[config.mk]
export PLATFORM = sky130hd
export DESIGN_NAME = dcn_dma_ctrl
export DESIGN_NICKNAME = d
export VERILOG_FILES = /design/src/dcn_pkg.sv /design/src/dcn_cyc_if.sv /design/src/dcn_chan.sv /design/src/dcn_seq.sv /design/src/dcn_dma_ctrl.sv
export SDC_FILE = /design/constraint.sdc
export NUM_CORES = 1
export LEC_CHECK = 0
export ABC_CLOCK_PERIOD_IN_PS = 3600
export BUFFER_PORTS_ARGS = -buffer_cell sky130_fd_sc_hd__buf_4
export CAP_MARGIN = 15
export CORE_MARGIN = 5
export CORE_UTILIZATION = 30
export CTS_CLUSTER_SIZE = 40
export DETAILED_ROUTE_END_ITERATION = 12
export GPL_TIMING_DRIVEN = 0
export PLACE_DENSITY_LB_ADDON = 0.15
export SETUP_SLACK_MARGIN = 0.05
export SYNTH_ARGS = -nofsm -noshare
export SYNTH_HDL_FRONTEND = slang
export SYNTH_SLANG_ARGS = --single-unit
[constraint.sdc]
create_clock -name mclk -period 3.6 [get_ports mclk]
set_clock_uncertainty 0.1 [all_clocks]
set_input_delay 0.36 -clock mclk [delete_from_list [all_inputs] [get_ports mclk]]
set_output_delay 0.36 -clock mclk [all_outputs]
set_load 0.01 [all_outputs]
[src/dcn_pkg.sv]
// What this block does
// - Break enable with master off raises break
// - End enable with transfer off raises end
// - Four enable bits, reset zero, bits 3..0
// - No bus release between read and write
// - Release only at the boundary after write
// - Internal targets run concurrent unless write buffer
// - NMI halts only full-address burst transfers
// - Full address needs both enables set
// - NMI clears master enable in full-address burst mode
// - Finish current item (and the next one if NMI lands in its write half), stop, free bus
package dcn_pkg;

  // ==========================================================
  // Register map
  localparam logic [7:0] DCN_OFF_IEN   = 8'h00;
  localparam logic [7:0] DCN_OFF_CTRL  = 8'h04;
  localparam logic [7:0] DCN_OFF_STAT  = 8'h08;
  localparam logic [7:0] DCN_OFF_ISTAT = 8'h0C;
  localparam logic [7:0] DCN_OFF_IMASK = 8'h10;

  // ==========================================================
  // Interrupt enable fields
  localparam int DCN_IEN_CH0_END = 0;
  localparam int DCN_IEN_CH0_BRK = 1;
  localparam int DCN_IEN_CH1_END = 2;
  localparam int DCN_IEN_CH1_BRK = 3;
  localparam logic [3:0] DCN_IEN_RST = 4'h0;

  // ==========================================================
  // Channel control fields, per channel nibble
  localparam int DCN_CTRL_TE    = 0;
  localparam int DCN_CTRL_MTE   = 1;
  localparam int DCN_CTRL_BURST = 2;
  localparam int DCN_CTRL_FULL  = 3;
  localparam int DCN_CTRL_CH_W  = 4;
  localparam logic [7:0] DCN_CTRL_RST = 8'h00;

  // ==========================================================
  // Event status bits
  localparam int DCN_EV_W = 6;
  localparam int DCN_EV_END0 = 0;
  localparam int DCN_EV_BRK0 = 1;
  localparam int DCN_EV_END1 = 2;
  localparam int DCN_EV_BRK1 = 3;
  localparam int DCN_EV_NMI0 = 4;
  localparam int DCN_EV_NMI1 = 5;
  localparam logic [5:0] DCN_EV_RST = 6'h00;

  localparam logic [1:0] DCN_RESP_OKAY   = 2'h0;
  localparam logic [1:0] DCN_RESP_SLVERR = 2'h2;

  typedef enum logic [1:0] {DCN_IDLE, DCN_RD, DCN_WR} dcn_cyc_t;

endpackage

[src/dcn_cyc_if.sv]
`timescale 1ns/10ps
`default_nettype none
interface dcn_cyc_if;
  logic go;
  logic ext_req;
  logic conc_ok;
  logic rd;
  logic wr;
  logic busy;
  logic ext_ack;
  modport ctl (output go, output ext_req, output conc_ok,
               input rd, input wr, input busy, input ext_ack);
  modport seq (input go, input ext_req, input conc_ok,
               output rd, output wr, output busy, output ext_ack);
endinterface
`default_nettype wire

[src/dcn_chan.sv]
`timescale 1ns/10ps
`default_nettype none
module dcn_chan
  import dcn_pkg::*;
(
  // Channel settings
  input  wire logic [3:0] ctrl,
  input  wire logic       end_en,
  input  wire logic       brk_en,
  input  wire logic       nmi_req,
  // Derived state
  output logic            end_req,
  output logic            brk_req,
  output logic            allowed,
  output logic            nmi_halt
);
  wire te    = ctrl[DCN_CTRL_TE];
  wire mte   = ctrl[DCN_CTRL_MTE];
  wire burst = ctrl[DCN_CTRL_BURST];
  wire full  = ctrl[DCN_CTRL_FULL];

  assign end_req  = end_en & ~te;
  assign brk_req  = brk_en & ~mte;
  assign allowed  = full ? (te & mte) : te;
  assign nmi_halt = nmi_req & full & burst & mte;
endmodule
`default_nettype wire

[src/dcn_seq.sv]
`timescale 1ns/10ps
`default_nettype none
module dcn_seq
  import dcn_pkg::*;
(
  // Clock and reset
  input  wire logic mclk,
  input  wire logic nrst,
  // Cycle control
  dcn_cyc_if.seq    cyc
);
  dcn_cyc_t state;
  dcn_cyc_t next_state;

  wire at_boundary = (state == DCN_IDLE);
  wire may_release = at_boundary | cyc.conc_ok;
  wire start       = cyc.go & (~cyc.ext_req | cyc.conc_ok);

  assign cyc.ext_ack = cyc.ext_req & may_release;
  assign cyc.rd      = (state == DCN_RD);
  assign cyc.wr      = (state == DCN_WR);
  assign cyc.busy    = (state != DCN_IDLE);

  always_comb begin
    next_state = state;
    unique case (state)
      DCN_IDLE: if (start) next_state = DCN_RD;
      DCN_RD:   next_state = DCN_WR;
      // stop after the item in progress
      DCN_WR:   next_state = start ? DCN_RD : DCN_IDLE;
      default:  next_state = DCN_IDLE;
    endcase
  end

  always_ff @(posedge mclk or negedge nrst) begin
    if (!nrst) state <= DCN_IDLE;
    else state <= next_state;
  end
endmodule
`default_nettype wire

[src/dcn_dma_ctrl.sv]
`timescale 1ns/10ps
`default_nettype none
module dcn_dma_ctrl
  import dcn_pkg::*;
(
  // Clock and reset
  input  wire logic       mclk,
  input  wire logic       nrst,
  // AXI4-Lite write address
  input  wire logic [7:0] s_axi_awaddr,
  input  wire logic       s_axi_awvalid,
  output logic            s_axi_awready,
  // AXI4-Lite write data
  input  wire logic [31:0] s_axi_wdata,
  input  wire logic [3:0] s_axi_wstrb,
  input  wire logic       s_axi_wvalid,
  output logic            s_axi_wready,
  // AXI4-Lite write response
  output logic [1:0]      s_axi_bresp,
  output logic            s_axi_bvalid,
  input  wire logic       s_axi_bready,
  // AXI4-Lite read address
  input  wire logic [7:0] s_axi_araddr,
  input  wire logic       s_axi_arvalid,
  output logic            s_axi_arready,
  // AXI4-Lite read data
  output logic [31:0]     s_axi_rdata,
  output logic [1:0]      s_axi_rresp,
  output logic            s_axi_rvalid,
  input  wire logic       s_axi_rready,
  // Data path status
  input  wire logic [1:0] xfer_pending,
  input  wire logic [1:0] xfer_last,
  input  wire logic       target_internal,
  input  wire logic       wbuf_used,
  // System events
  input  wire logic       nmi_req,
  input  wire logic       bus_release_req,
  input  wire logic       refresh_req,
  // Bus cycle outputs
  output logic            dma_rd,
  output logic            dma_wr,
  output logic            dma_ch,
  output logic            ext_grant,
  output logic            cpu_owns_bus,
  // Interrupt outputs
  output logic [1:0]      end_irq_req,
  output logic [1:0]      brk_irq_req,
  output logic            irq
);

  // ==========================================================
  // Registers
  logic [3:0]          ien;
  logic [7:0]          ctrl;
  logic [DCN_EV_W-1:0] istat;
  logic [DCN_EV_W-1:0] imask;
  logic [1:0]          end_q;
  logic [1:0]          brk_q;
  logic                cur_ch;

  // ==========================================================
  // Channel slices
  logic [1:0] end_c;
  logic [1:0] brk_c;
  logic [1:0] allow_c;
  logic [1:0] halt_c;

  dcn_chan u_ch0 (
    .ctrl     (ctrl[3:0]),
    .end_en   (ien[DCN_IEN_CH0_END]),
    .brk_en   (ien[DCN_IEN_CH0_BRK]),
    .nmi_req  (nmi_req),
    .end_req  (end_c[0]),
    .brk_req  (brk_c[0]),
    .allowed  (allow_c[0]),
    .nmi_halt (halt_c[0])
  );

  dcn_chan u_ch1 (
    .ctrl     (ctrl[7:4]),
    .end_en   (ien[DCN_IEN_CH1_END]),
    .brk_en   (ien[DCN_IEN_CH1_BRK]),
    .nmi_req  (nmi_req),
    .end_req  (end_c[1]),
    .brk_req  (brk_c[1]),
    .allowed  (allow_c[1]),
    .nmi_halt (halt_c[1])
  );

  // ==========================================================
  // Cycle sequencer
  dcn_cyc_if cyc ();

  wire [1:0] ready_c = allow_c & xfer_pending;
  // Channel 0 wins; choice frozen while busy, across back-to-back pairs; idle rests on 0
  wire       pick_ch = ~ready_c[0] & ready_c[1];
  wire       sel_ch  = cyc.busy ? cur_ch : pick_ch;

  assign cyc.go      = cyc.busy ? ready_c[cur_ch] : (|ready_c);
  assign cyc.ext_req = bus_release_req | refresh_req;
  assign cyc.conc_ok = target_internal & ~wbuf_used;

  dcn_seq u_seq (
    .mclk (mclk),
    .nrst (nrst),
    .cyc  (cyc)
  );

  assign dma_rd       = cyc.rd;
  assign dma_wr       = cyc.wr;
  assign dma_ch       = cur_ch;
  assign ext_grant    = cyc.ext_ack;
  // bus goes back to the CPU when idle
  assign cpu_owns_bus = ~cyc.busy;

  always_ff @(posedge mclk or negedge nrst) begin
    if (!nrst) cur_ch <= 1'b0;
    else if (!cyc.busy || cyc.wr) cur_ch <= sel_ch;
  end

  // ==========================================================
  // AXI4-Lite write path
  logic        aw_held;
  logic [7:0]  aw_addr;
  logic        w_held;
  logic [31:0] w_data;
  logic [3:0]  w_strb;

  assign s_axi_awready = ~aw_held & ~s_axi_bvalid;
  assign s_axi_wready  = ~w_held & ~s_axi_bvalid;

  wire       do_write = aw_held & w_held & ~s_axi_bvalid;
  wire       wr_hit   = (aw_addr[1:0] == 2'h0);
  wire       wr_lane  = w_strb[0];
  wire       wr_ien   = do_write & wr_lane & (aw_addr == DCN_OFF_IEN);
  wire       wr_ctrl  = do_write & wr_lane & (aw_addr == DCN_OFF_CTRL);
  wire       wr_istat = do_write & wr_lane & (aw_addr == DCN_OFF_ISTAT);
  wire       wr_imask = do_write & wr_lane & (aw_addr == DCN_OFF_IMASK);
  wire       wr_known = wr_hit & ((aw_addr == DCN_OFF_IEN) | (aw_addr == DCN_OFF_CTRL)
                      | (aw_addr == DCN_OFF_STAT) | (aw_addr == DCN_OFF_ISTAT)
                      | (aw_addr == DCN_OFF_IMASK));
  wire [1:0] wr_resp  = wr_known ? DCN_RESP_OKAY : DCN_RESP_SLVERR;

  always_ff @(posedge mclk or negedge nrst) begin
    if (!nrst) begin
      aw_held <= 1'b0;
      aw_addr <= 8'h00;
    end else if (s_axi_awvalid && s_axi_awready) begin
      aw_held <= 1'b1;
      aw_addr <= s_axi_awaddr;
    end else if (do_write) begin
      aw_held <= 1'b0;
    end
  end

  always_ff @(posedge mclk or negedge nrst) begin
    if (!nrst) begin
      w_held <= 1'b0;
      w_data <= 32'h0000_0000;
      w_strb <= 4'h0;
    end else if (s_axi_wvalid && s_axi_wready) begin
      w_held <= 1'b1;
      w_data <= s_axi_wdata;
      w_strb <= s_axi_wstrb;
    end else if (do_write) begin
      w_held <= 1'b0;
    end
  end

  always_ff @(posedge mclk or negedge nrst) begin
    if (!nrst) begin
      s_axi_bvalid <= 1'b0;
      s_axi_bresp  <= DCN_RESP_OKAY;
    end else if (do_write) begin
      s_axi_bvalid <= 1'b1;
      s_axi_bresp  <= wr_resp;
    end else if (s_axi_bready) begin
      s_axi_bvalid <= 1'b0;
    end
  end

  // ==========================================================
  // Enable and control registers
  // four enables, reset to zero
  always_ff @(posedge mclk or negedge nrst) begin
    if (!nrst) ien <= DCN_IEN_RST;
    else if (wr_ien) ien <= w_data[3:0];
  end

  // Hardware clears beat a same-cycle write so an NMI halt is never undone.
  logic [7:0] next_ctrl;
  always_comb begin
    next_ctrl = wr_ctrl ? w_data[7:0] : ctrl;
    if (halt_c[0]) next_ctrl[DCN_CTRL_MTE] = 1'b0;
    if (halt_c[1]) next_ctrl[DCN_CTRL_CH_W + DCN_CTRL_MTE] = 1'b0;
    // Transfer count exhausted ends the channel
    if (xfer_last[0]) next_ctrl[DCN_CTRL_TE] = 1'b0;
    if (xfer_last[1]) next_ctrl[DCN_CTRL_CH_W + DCN_CTRL_TE] = 1'b0;
  end

  // software rewrite of master enable restarts
  always_ff @(posedge mclk or negedge nrst) begin
    if (!nrst) ctrl <= DCN_CTRL_RST;
    else ctrl <= next_ctrl;
  end

  // ==========================================================
  // Interrupt requests and event status
  // level requests rebuilt each clock
  always_ff @(posedge mclk or negedge nrst) begin
    if (!nrst) begin
      end_q <= 2'h0;
      brk_q <= 2'h0;
    end else begin
      end_q <= end_c;
      brk_q <= brk_c;
    end
  end

  assign end_irq_req = end_q;
  assign brk_irq_req = brk_q;

  wire [DCN_EV_W-1:0] ev_set = {halt_c[1], halt_c[0],
                                brk_c[1] & ~brk_q[1], end_c[1] & ~end_q[1],
                                brk_c[0] & ~brk_q[0], end_c[0] & ~end_q[0]};
  wire [DCN_EV_W-1:0] ev_clr = wr_istat ? w_data[DCN_EV_W-1:0] : DCN_EV_RST;

  // A new event beats a write-one-to-clear in the same cycle
  always_ff @(posedge mclk or negedge nrst) begin
    if (!nrst) istat <= DCN_EV_RST;
    else istat <= (istat & ~ev_clr) | ev_set;
  end

  always_ff @(posedge mclk or negedge nrst) begin
    if (!nrst) imask <= DCN_EV_RST;
    else if (wr_imask) imask <= w_data[DCN_EV_W-1:0];
  end

  assign irq = |(istat & imask);

  // ==========================================================
  // AXI4-Lite read path
  wire [7:0] stat_v = {cur_ch, cyc.busy, allow_c, brk_q, end_q};
  logic [31:0] rd_mux;
  logic [1:0]  rd_resp;

  always_comb begin
    rd_mux  = 32'h0000_0000;
    rd_resp = DCN_RESP_OKAY;
    unique case (s_axi_araddr)
      DCN_OFF_IEN:   rd_mux = {28'h000_0000, ien};
      DCN_OFF_CTRL:  rd_mux = {24'h00_0000, ctrl};
      DCN_OFF_STAT:  rd_mux = {24'h00_0000, stat_v};
      DCN_OFF_ISTAT: rd_mux = {26'h000_0000, istat};
      DCN_OFF_IMASK: rd_mux = {26'h000_0000, imask};
      default:       rd_resp = DCN_RESP_SLVERR;
    endcase
  end

  assign s_axi_arready = ~s_axi_rvalid;

  always_ff @(posedge mclk or negedge nrst) begin
    if (!nrst) begin
      s_axi_rvalid <= 1'b0;
      s_axi_rdata  <= 32'h0000_0000;
      s_axi_rresp  <= DCN_RESP_OKAY;
    end else if (s_axi_arvalid && s_axi_arready) begin
      s_axi_rvalid <= 1'b1;
      s_axi_rdata  <= rd_mux;
      s_axi_rresp  <= rd_resp;
    end else if (s_axi_rready) begin
      s_axi_rvalid <= 1'b0;
    end
  end

endmodule
`default_nettype wire

==> Word-level counts from Yosys, hierarchy flattened <==
Cells that the tools add are included.
{ "word_totals": {"regBits": 88, "input_bits": 68, "output_inout_bits": 51} }
{ "classes": {"n_lt_le_gt_ge": 1, "n_eq_ne": 11, "mux": 24, "n_bitwise": 58, "n_reduce_logical": 22} }
{ "op_table": {"columns": ["operator", "n"], "rows": [
  ["$pmux 8 s5", 1],
  ["$eq 8x4->1 const B", 4],
  ["$and 1x1->1", 30],
  ["$reduce_bool 2->1", 9],
  ["$mux 1", 17],
  ["$eq 8x3->1 const B", 2],
  ["$eq 8x5->1 const B", 2],
  ["$logic_not 8->1", 2],
  ["$not 1->1", 16],
  ["$and 6x6->6", 2],
  ["$mux 6", 2],
  ["$or 1x1->1", 7],
  ["$mux 2", 3],
  ["$not 6->6", 1],
  ["$or 6x6->6", 1],
  ["$pmux 2 s3", 1],
  ["$reduce_or 6->1", 1],
  ["$reduce_or 5->1", 1],
  ["$logic_not 2->1", 2],
  ["$logic_and 1x1->1", 3],
  ["$and 2x2->2", 1],
  ["$eq 2x1->1 const B", 1],
  ["$eq 2x2->1 const B", 1],
  ["$lt 1x2->1 const B", 1],
  ["5 further kinds", 5]
]} }

==> Depth between registers and ports, before layout <==
{ "depth": {"word_depth": 9, "ltp_mapped": 5} }

==> Cells and area by module <==
Synthesis repeated with hierarchy kept, for this count alone.
{ "hier_totals": {"hier_cells": 280, "area_unflattened_um2": 3124.2} }
{ "modules_own_cells": {"columns": ["module", "n_inst", "cells_each", "area_per_inst_um2", "seq_area_each_um2"], "rows": [
  ["dcn_dma_ctrl", 1, 260, 2947.8, 1501.4],
  ["dcn_seq", 1, 10, 111.4, 50.0],
  ["dcn_chan", 2, 5, 32.5, 0.0]
]} }

==> Worst setup path before layout <==
No wires, ideal clock.
{ "synth_path": {"kind": "register to register", "start": "register aw_addr[0]", "end": "register ctrl[2]", "setup_time_ps": 125, "arrival_time_ps": 1804, "setup_slack_ps": 1571, "stages_incl_launch_ff": 4, "n_path_buf": 0, "cell_sequence": "dfrtp_1 -> or4_1 -> nor4_4 -> mux2_2"} }
{ "synth_via": {"elab_chain_len": 2} }
{ "synth_rtl": {"columns": ["item", "line_no", "text"], "rows": [
  ["from (decl)", "dcn_dma_ctrl.sv:125", "logic [7:0] aw_addr;"],
  ["from (signal assigned)", "dcn_dma_ctrl.sv:151", "aw_addr <= s_axi_awaddr;"],
  ["$eq 8x3->1", "dcn_dma_ctrl.sv:137", "wire wr_ctrl = do_write & wr_lane & (aw_addr == DCN_OFF_CTRL);"],
  ["$and 1x1->1", "dcn_dma_ctrl.sv:137", null],
  ["to (signal assigned)", "dcn_dma_ctrl.sv:205", "else ctrl <= next_ctrl;"],
  ["to (decl)", "dcn_dma_ctrl.sv:55", "logic [7:0] ctrl;"]
]} }
No other way between the ends.
A chain may end at the register's enable or synchronous reset.

==> Worst setup path in the final report <==
{ "layout_path": {"start": "register aw_addr[0]", "end": "register ctrl[6]"} }
The elaborated chain is that of the path after synthesis.

==> run_summary.xml <==
<?xml version="1.0" encoding="UTF-8"?>
<metrics>
  <group name="status">
    <metric name="outcome" unit="">finished, final reports clean</metric>
  </group>
  <group name="logic_synthesis">
    <metric name="netlist_top_cells_area" unit="">dfrtp_1, mux2_2, buf_4</metric>
    <metric name="syn_inst" unit="">268</metric>
    <metric name="ys_dominant_reg_cell" unit="">dfrtp_1</metric>
    <metric name="yosysTopAreaCell" unit="">dfrtp_1</metric>
    <metric name="postSynthAreaPerCell" unit="um2">11.4</metric>
    <metric name="number_of_enable_flip_flop_cells_after_synthesis" unit="">0</metric>
    <metric name="sequential_element_share_of_the_synthesized_area" unit="%">50.9</metric>
    <metric name="synth.lib_cells_used.distinct" unit="">44</metric>
    <metric name="ys_seq_elements" unit="">62</metric>
    <metric name="postSynth.asyncResetShare" unit="%">100</metric>
    <metric name="netlist_area" unit="mm2">0.00305</metric>
    <metric name="synth_top_cell_area_share" unit="%">50.9</metric>
    <metric name="yosys_warnings" unit="">0</metric>
  </group>
  <group name="sta">
    <metric name="finalCritPeriodShare" unit="%">64.1</metric>
    <metric name="worst_pin_slew" unit="ns">0.799</metric>
    <metric name="fin_hold_ws" unit="ns">0.00425</metric>
    <metric name="hold_violations" unit="">0</metric>
    <metric name="rsz0062_at_grt" unit="">no</metric>
    <metric name="final_number_of_max_transition_violations" unit="">0</metric>
    <metric name="final-setup-viol-count" unit="">0</metric>
    <metric name="slew_headroom" unit="%">46.7</metric>
    <metric name="clock.fmax" unit="MHz">434</metric>
    <metric name="final_period_minus_worst_setup_slack" unit="ns">2.31</metric>
    <metric name="setup-tns-final" unit="ns">0</metric>
  </group>
  <group name="global_routing">
    <metric name="grt_pass1_wl" unit="um">11900</metric>
    <metric name="grt-ovfl-total" unit="">0</metric>
    <metric name="vias_in_the_first_global_route" unit="">2233</metric>
    <metric name="antenna_found_initial" unit="">0</metric>
    <metric name="groute.usage.overall" unit="%">12.0</metric>
    <metric name="grt_start_max_net_pins" unit="">63</metric>
  </group>
  <group name="floorplan">
    <metric name="design.portCount" unit="">119</metric>
    <metric name="die_height" unit="um">111</metric>
    <metric name="std_cell_rows" unit="">36</metric>
    <metric name="initial_core_utilization" unit="%">30.9</metric>
    <metric name="floorplan.die_area" unit="mm2">0.0123</metric>
    <metric name="dieWidth" unit="um">111</metric>
    <metric name="core_region_area" unit="mm2">0.00986</metric>
  </group>
  <group name="clock_network">
    <metric name="cts_htree_levels" unit="">3</metric>
    <metric name="cts_hold_repair.buffers" unit="">0</metric>
    <metric name="post-cts-setup-buffers" unit="">0</metric>
    <metric name="cts.sinks" unit="">62</metric>
    <metric name="clk_pin_slew" unit="ns">0.08</metric>
    <metric name="cts_root_buf" unit="">clkbuf_8</metric>
    <metric name="number_of_buffers_created_by_cts" unit="">9</metric>
    <metric name="tritoncts" unit="">done</metric>
    <metric name="clk_latency" unit="ns">0.34</metric>
    <metric name="buffer_depth_of_the_longest_clock_path" unit="">2</metric>
    <metric name="postCtsResizedCells" unit="">0</metric>
  </group>
  <group name="setup_path">
    <metric name="ff2ff_path_depth" unit="">3</metric>
    <metric name="critical_path_class" unit="">reg2reg</metric>
    <metric name="setup.worst_path.end_class" unit="">register</metric>
    <metric name="worst_r2r_src" unit="">aw_addr[0]</metric>
    <metric name="startpoint_types" unit="">register</metric>
    <metric name="ff2ff_setup_slack" unit="ns">1.29</metric>
    <metric name="crit-reg2reg-capture" unit="">ctrl[6]</metric>
    <metric name="crit_path_max_fanout" unit="">8</metric>
    <metric name="worst_ep_arrival_time" unit="ns">2.43</metric>
    <metric name="required" unit="ns">3.73</metric>
  </group>
  <group name="cells_and_area">
    <metric name="layout-drive-gt1-share" unit="%">38.1</metric>
    <metric name="num_antenna_cells" unit="">0</metric>
    <metric name="flow.area_growth_from_synthesis" unit="%">31.9</metric>
    <metric name="finish.instance_area" unit="mm2">0.00402</metric>
    <metric name="finalNetCount" unit="">436</metric>
  </group>
  <group name="worst_hold_path">
    <metric name="min-delay-path-class" unit="">in2async</metric>
  </group>
  <group name="power">
    <metric name="vdd.ir_drop.worst" unit="mV">0.307</metric>
    <metric name="power_density" unit="mW/mm2">541</metric>
    <metric name="power.static_leakage" unit="nW">1.92</metric>
  </group>
  <group name="placement">
    <metric name="post_dp_cell_area" unit="mm2">0.00379</metric>
    <metric name="io_buffers" unit="">64</metric>
    <metric name="place.detailed.hpwl" unit="um">5280</metric>
    <metric name="gpl.final_weighted_congestion" unit="">0.725</metric>
  </group>
  <group name="route">
    <metric name="first_iter_violations" unit="">87</metric>
    <metric name="ant_nets" unit="">0</metric>
    <metric name="drc" unit="">0</metric>
    <metric name="vias_per_cell" unit="">4.38</metric>
    <metric name="avgRoutedWirePerCell" unit="um">13.8</metric>
    <metric name="num_vias" unit="">2216</metric>
    <metric name="detail_route.first_pass.iterations" unit="">4</metric>
    <metric name="detail_route.wirelength" unit="um">6970</metric>
  </group>
  <group name="job">
    <metric name="maxCapViolCount" unit="">0</metric>
  </group>
</metrics>
==> registers in the layout (all words and copies together), names as in the netlist <==
register      cells
brk_irq_req       2
imask             6
ien               4
dma_ch            1
s_axi_rdata       8
w_held            1
u_seq.state       2
istat             6
s_axi_bresp       1
s_axi_rresp       1
s_axi_bvalid      1
aw_held           1
w_data            8
end_irq_req       2
w_strb            1
ctrl              8
aw_addr           8
s_axi_rvalid      1
==> cell families (layout without fill, tap and decap cells) <==
group / Yosys count / count (layout) / share of synthesized area (%)
DFF: 62 / 62 / 50.9
muxes: 45 / 45 / 16.1
and+or+nand+nor: 82 / 82 / 15.5
AOI/OAI and AO/OA: 41 / 41 / 9.60
buffers and inverters: 37 / 117 / 7.79
other: 1 / 26 / 0.123
==> layout make-up <==
cell class / count / area, um2
plain buffers: 32 / 219
multi-input cells: 194 / 1360
clock inverters: 5 / 81.3
clock buffers: 11 / 151
well taps: 133 / 166
repair buffers: 64 / 480
inverters: 5 / 18.8
fillers: 978 / 5840
flip-flops and latches: 62 / 1550
==> critical path, cell delays in order (launching register included) <==
cell and delay (ns):
dfrtp_1 0.37, or4_1 0.60, nor4_4 0.70, mux2_2 0.41
==> stage by stage <==
step / setup slack (ns) / total power, mW / instances / utilization [%]
final: 1.29 / 2.18 / 506 / 40.8
after global routing: 1.14 / 2.32 / 506 / 40.8
after global placement: 1.31 / 1.48 / 490 / 38.4
after detailed placement: 1.30 / 1.49 / 490 / 38.4
after CTS: 1.28 / 2.21 / 506 / 40.8
after floorplan: 1.57 / 1.29 / 293 / -
==> metal layers <==
metal | global-route usage (%) | vias up | share of wire (%)
met2 | 16.8 | 83 | 43
met4 | 3.61 | 0 | 1.4
met3 | 5.02 | 8 | 7.3
li1 | - | 1103 | -
met1 | 16.8 | 1022 | 48
met5 | 0 | - | 0
==> report_power, final <==
| group | internal, mW | total, mW | switching (mW) | leakage (nW) |
|---|---|---|---|---|
| logic | 0.278 | 0.481 | 0.202 | 1.03 |
| registers | 0.847 | 0.988 | 0.141 | 0.782 |
| clock network | 0.427 | 0.707 | 0.280 | 0.116 |
| total | 1.55 | 2.18 | 0.623 | 1.92 |
==> placed cells by master (no fill, tap or decap), types with 2 or more instances in the layout <==
master and n:
a211o_1 4, a21oi_1 2, a22oi_1 5, a31oi_1 2, and2_1 4, and3_1 3, and4_1 2, buf_4 90
bufinv_16 2, clkbuf_1 4, clkbuf_8 11, conb_1 26, dfrtp_1 62, inv_1 5, mux2_2 33, mux2i_1 12
nand2_1 14, nand2b_1 6, nand3_1 2, nand4_1 2, nor2_1 14, nor2b_1 23, nor3_1 2, o211ai_1 5
o21a_1 2, o21ai_0 10, o22a_1 2, o31ai_1 2, or4_1 2
==> cells in the mapped netlist (2+ instances only) <==
master / count
a21oi_1: 2
or4_1: 2
dfrtp_1: 62
and2_1: 4
buf_4: 26
o22a_1: 2
o21a_1: 2
mux2_2: 33
clkbuf_1: 4
and4_1: 2
a31oi_1: 2
nand3_1: 2
inv_1: 5
nand2b_1: 6
nor2_1: 14
o21ai_0: 10
nand2_1: 14
a211o_1: 4
nor3_1: 2
o211ai_1: 5
mux2i_1: 12
and3_1: 3
nor2b_1: 23
a22oi_1: 5
o31ai_1: 2
nand4_1: 2
==> how the worst max path moves through the flow <==
stage               startpoint       end  cells after the start
floorplan           aw_addr[0]   ctrl[2]                      3
global placement    aw_addr[0]   ctrl[2]                      3
detailed placement  aw_addr[0]   ctrl[7]                      3
CTS                 aw_addr[0]   ctrl[6]                      3
global route        aw_addr[0]  istat[1]                      4
finish              aw_addr[0]   ctrl[6]                      3
Power figures use the tool's default switching activity.
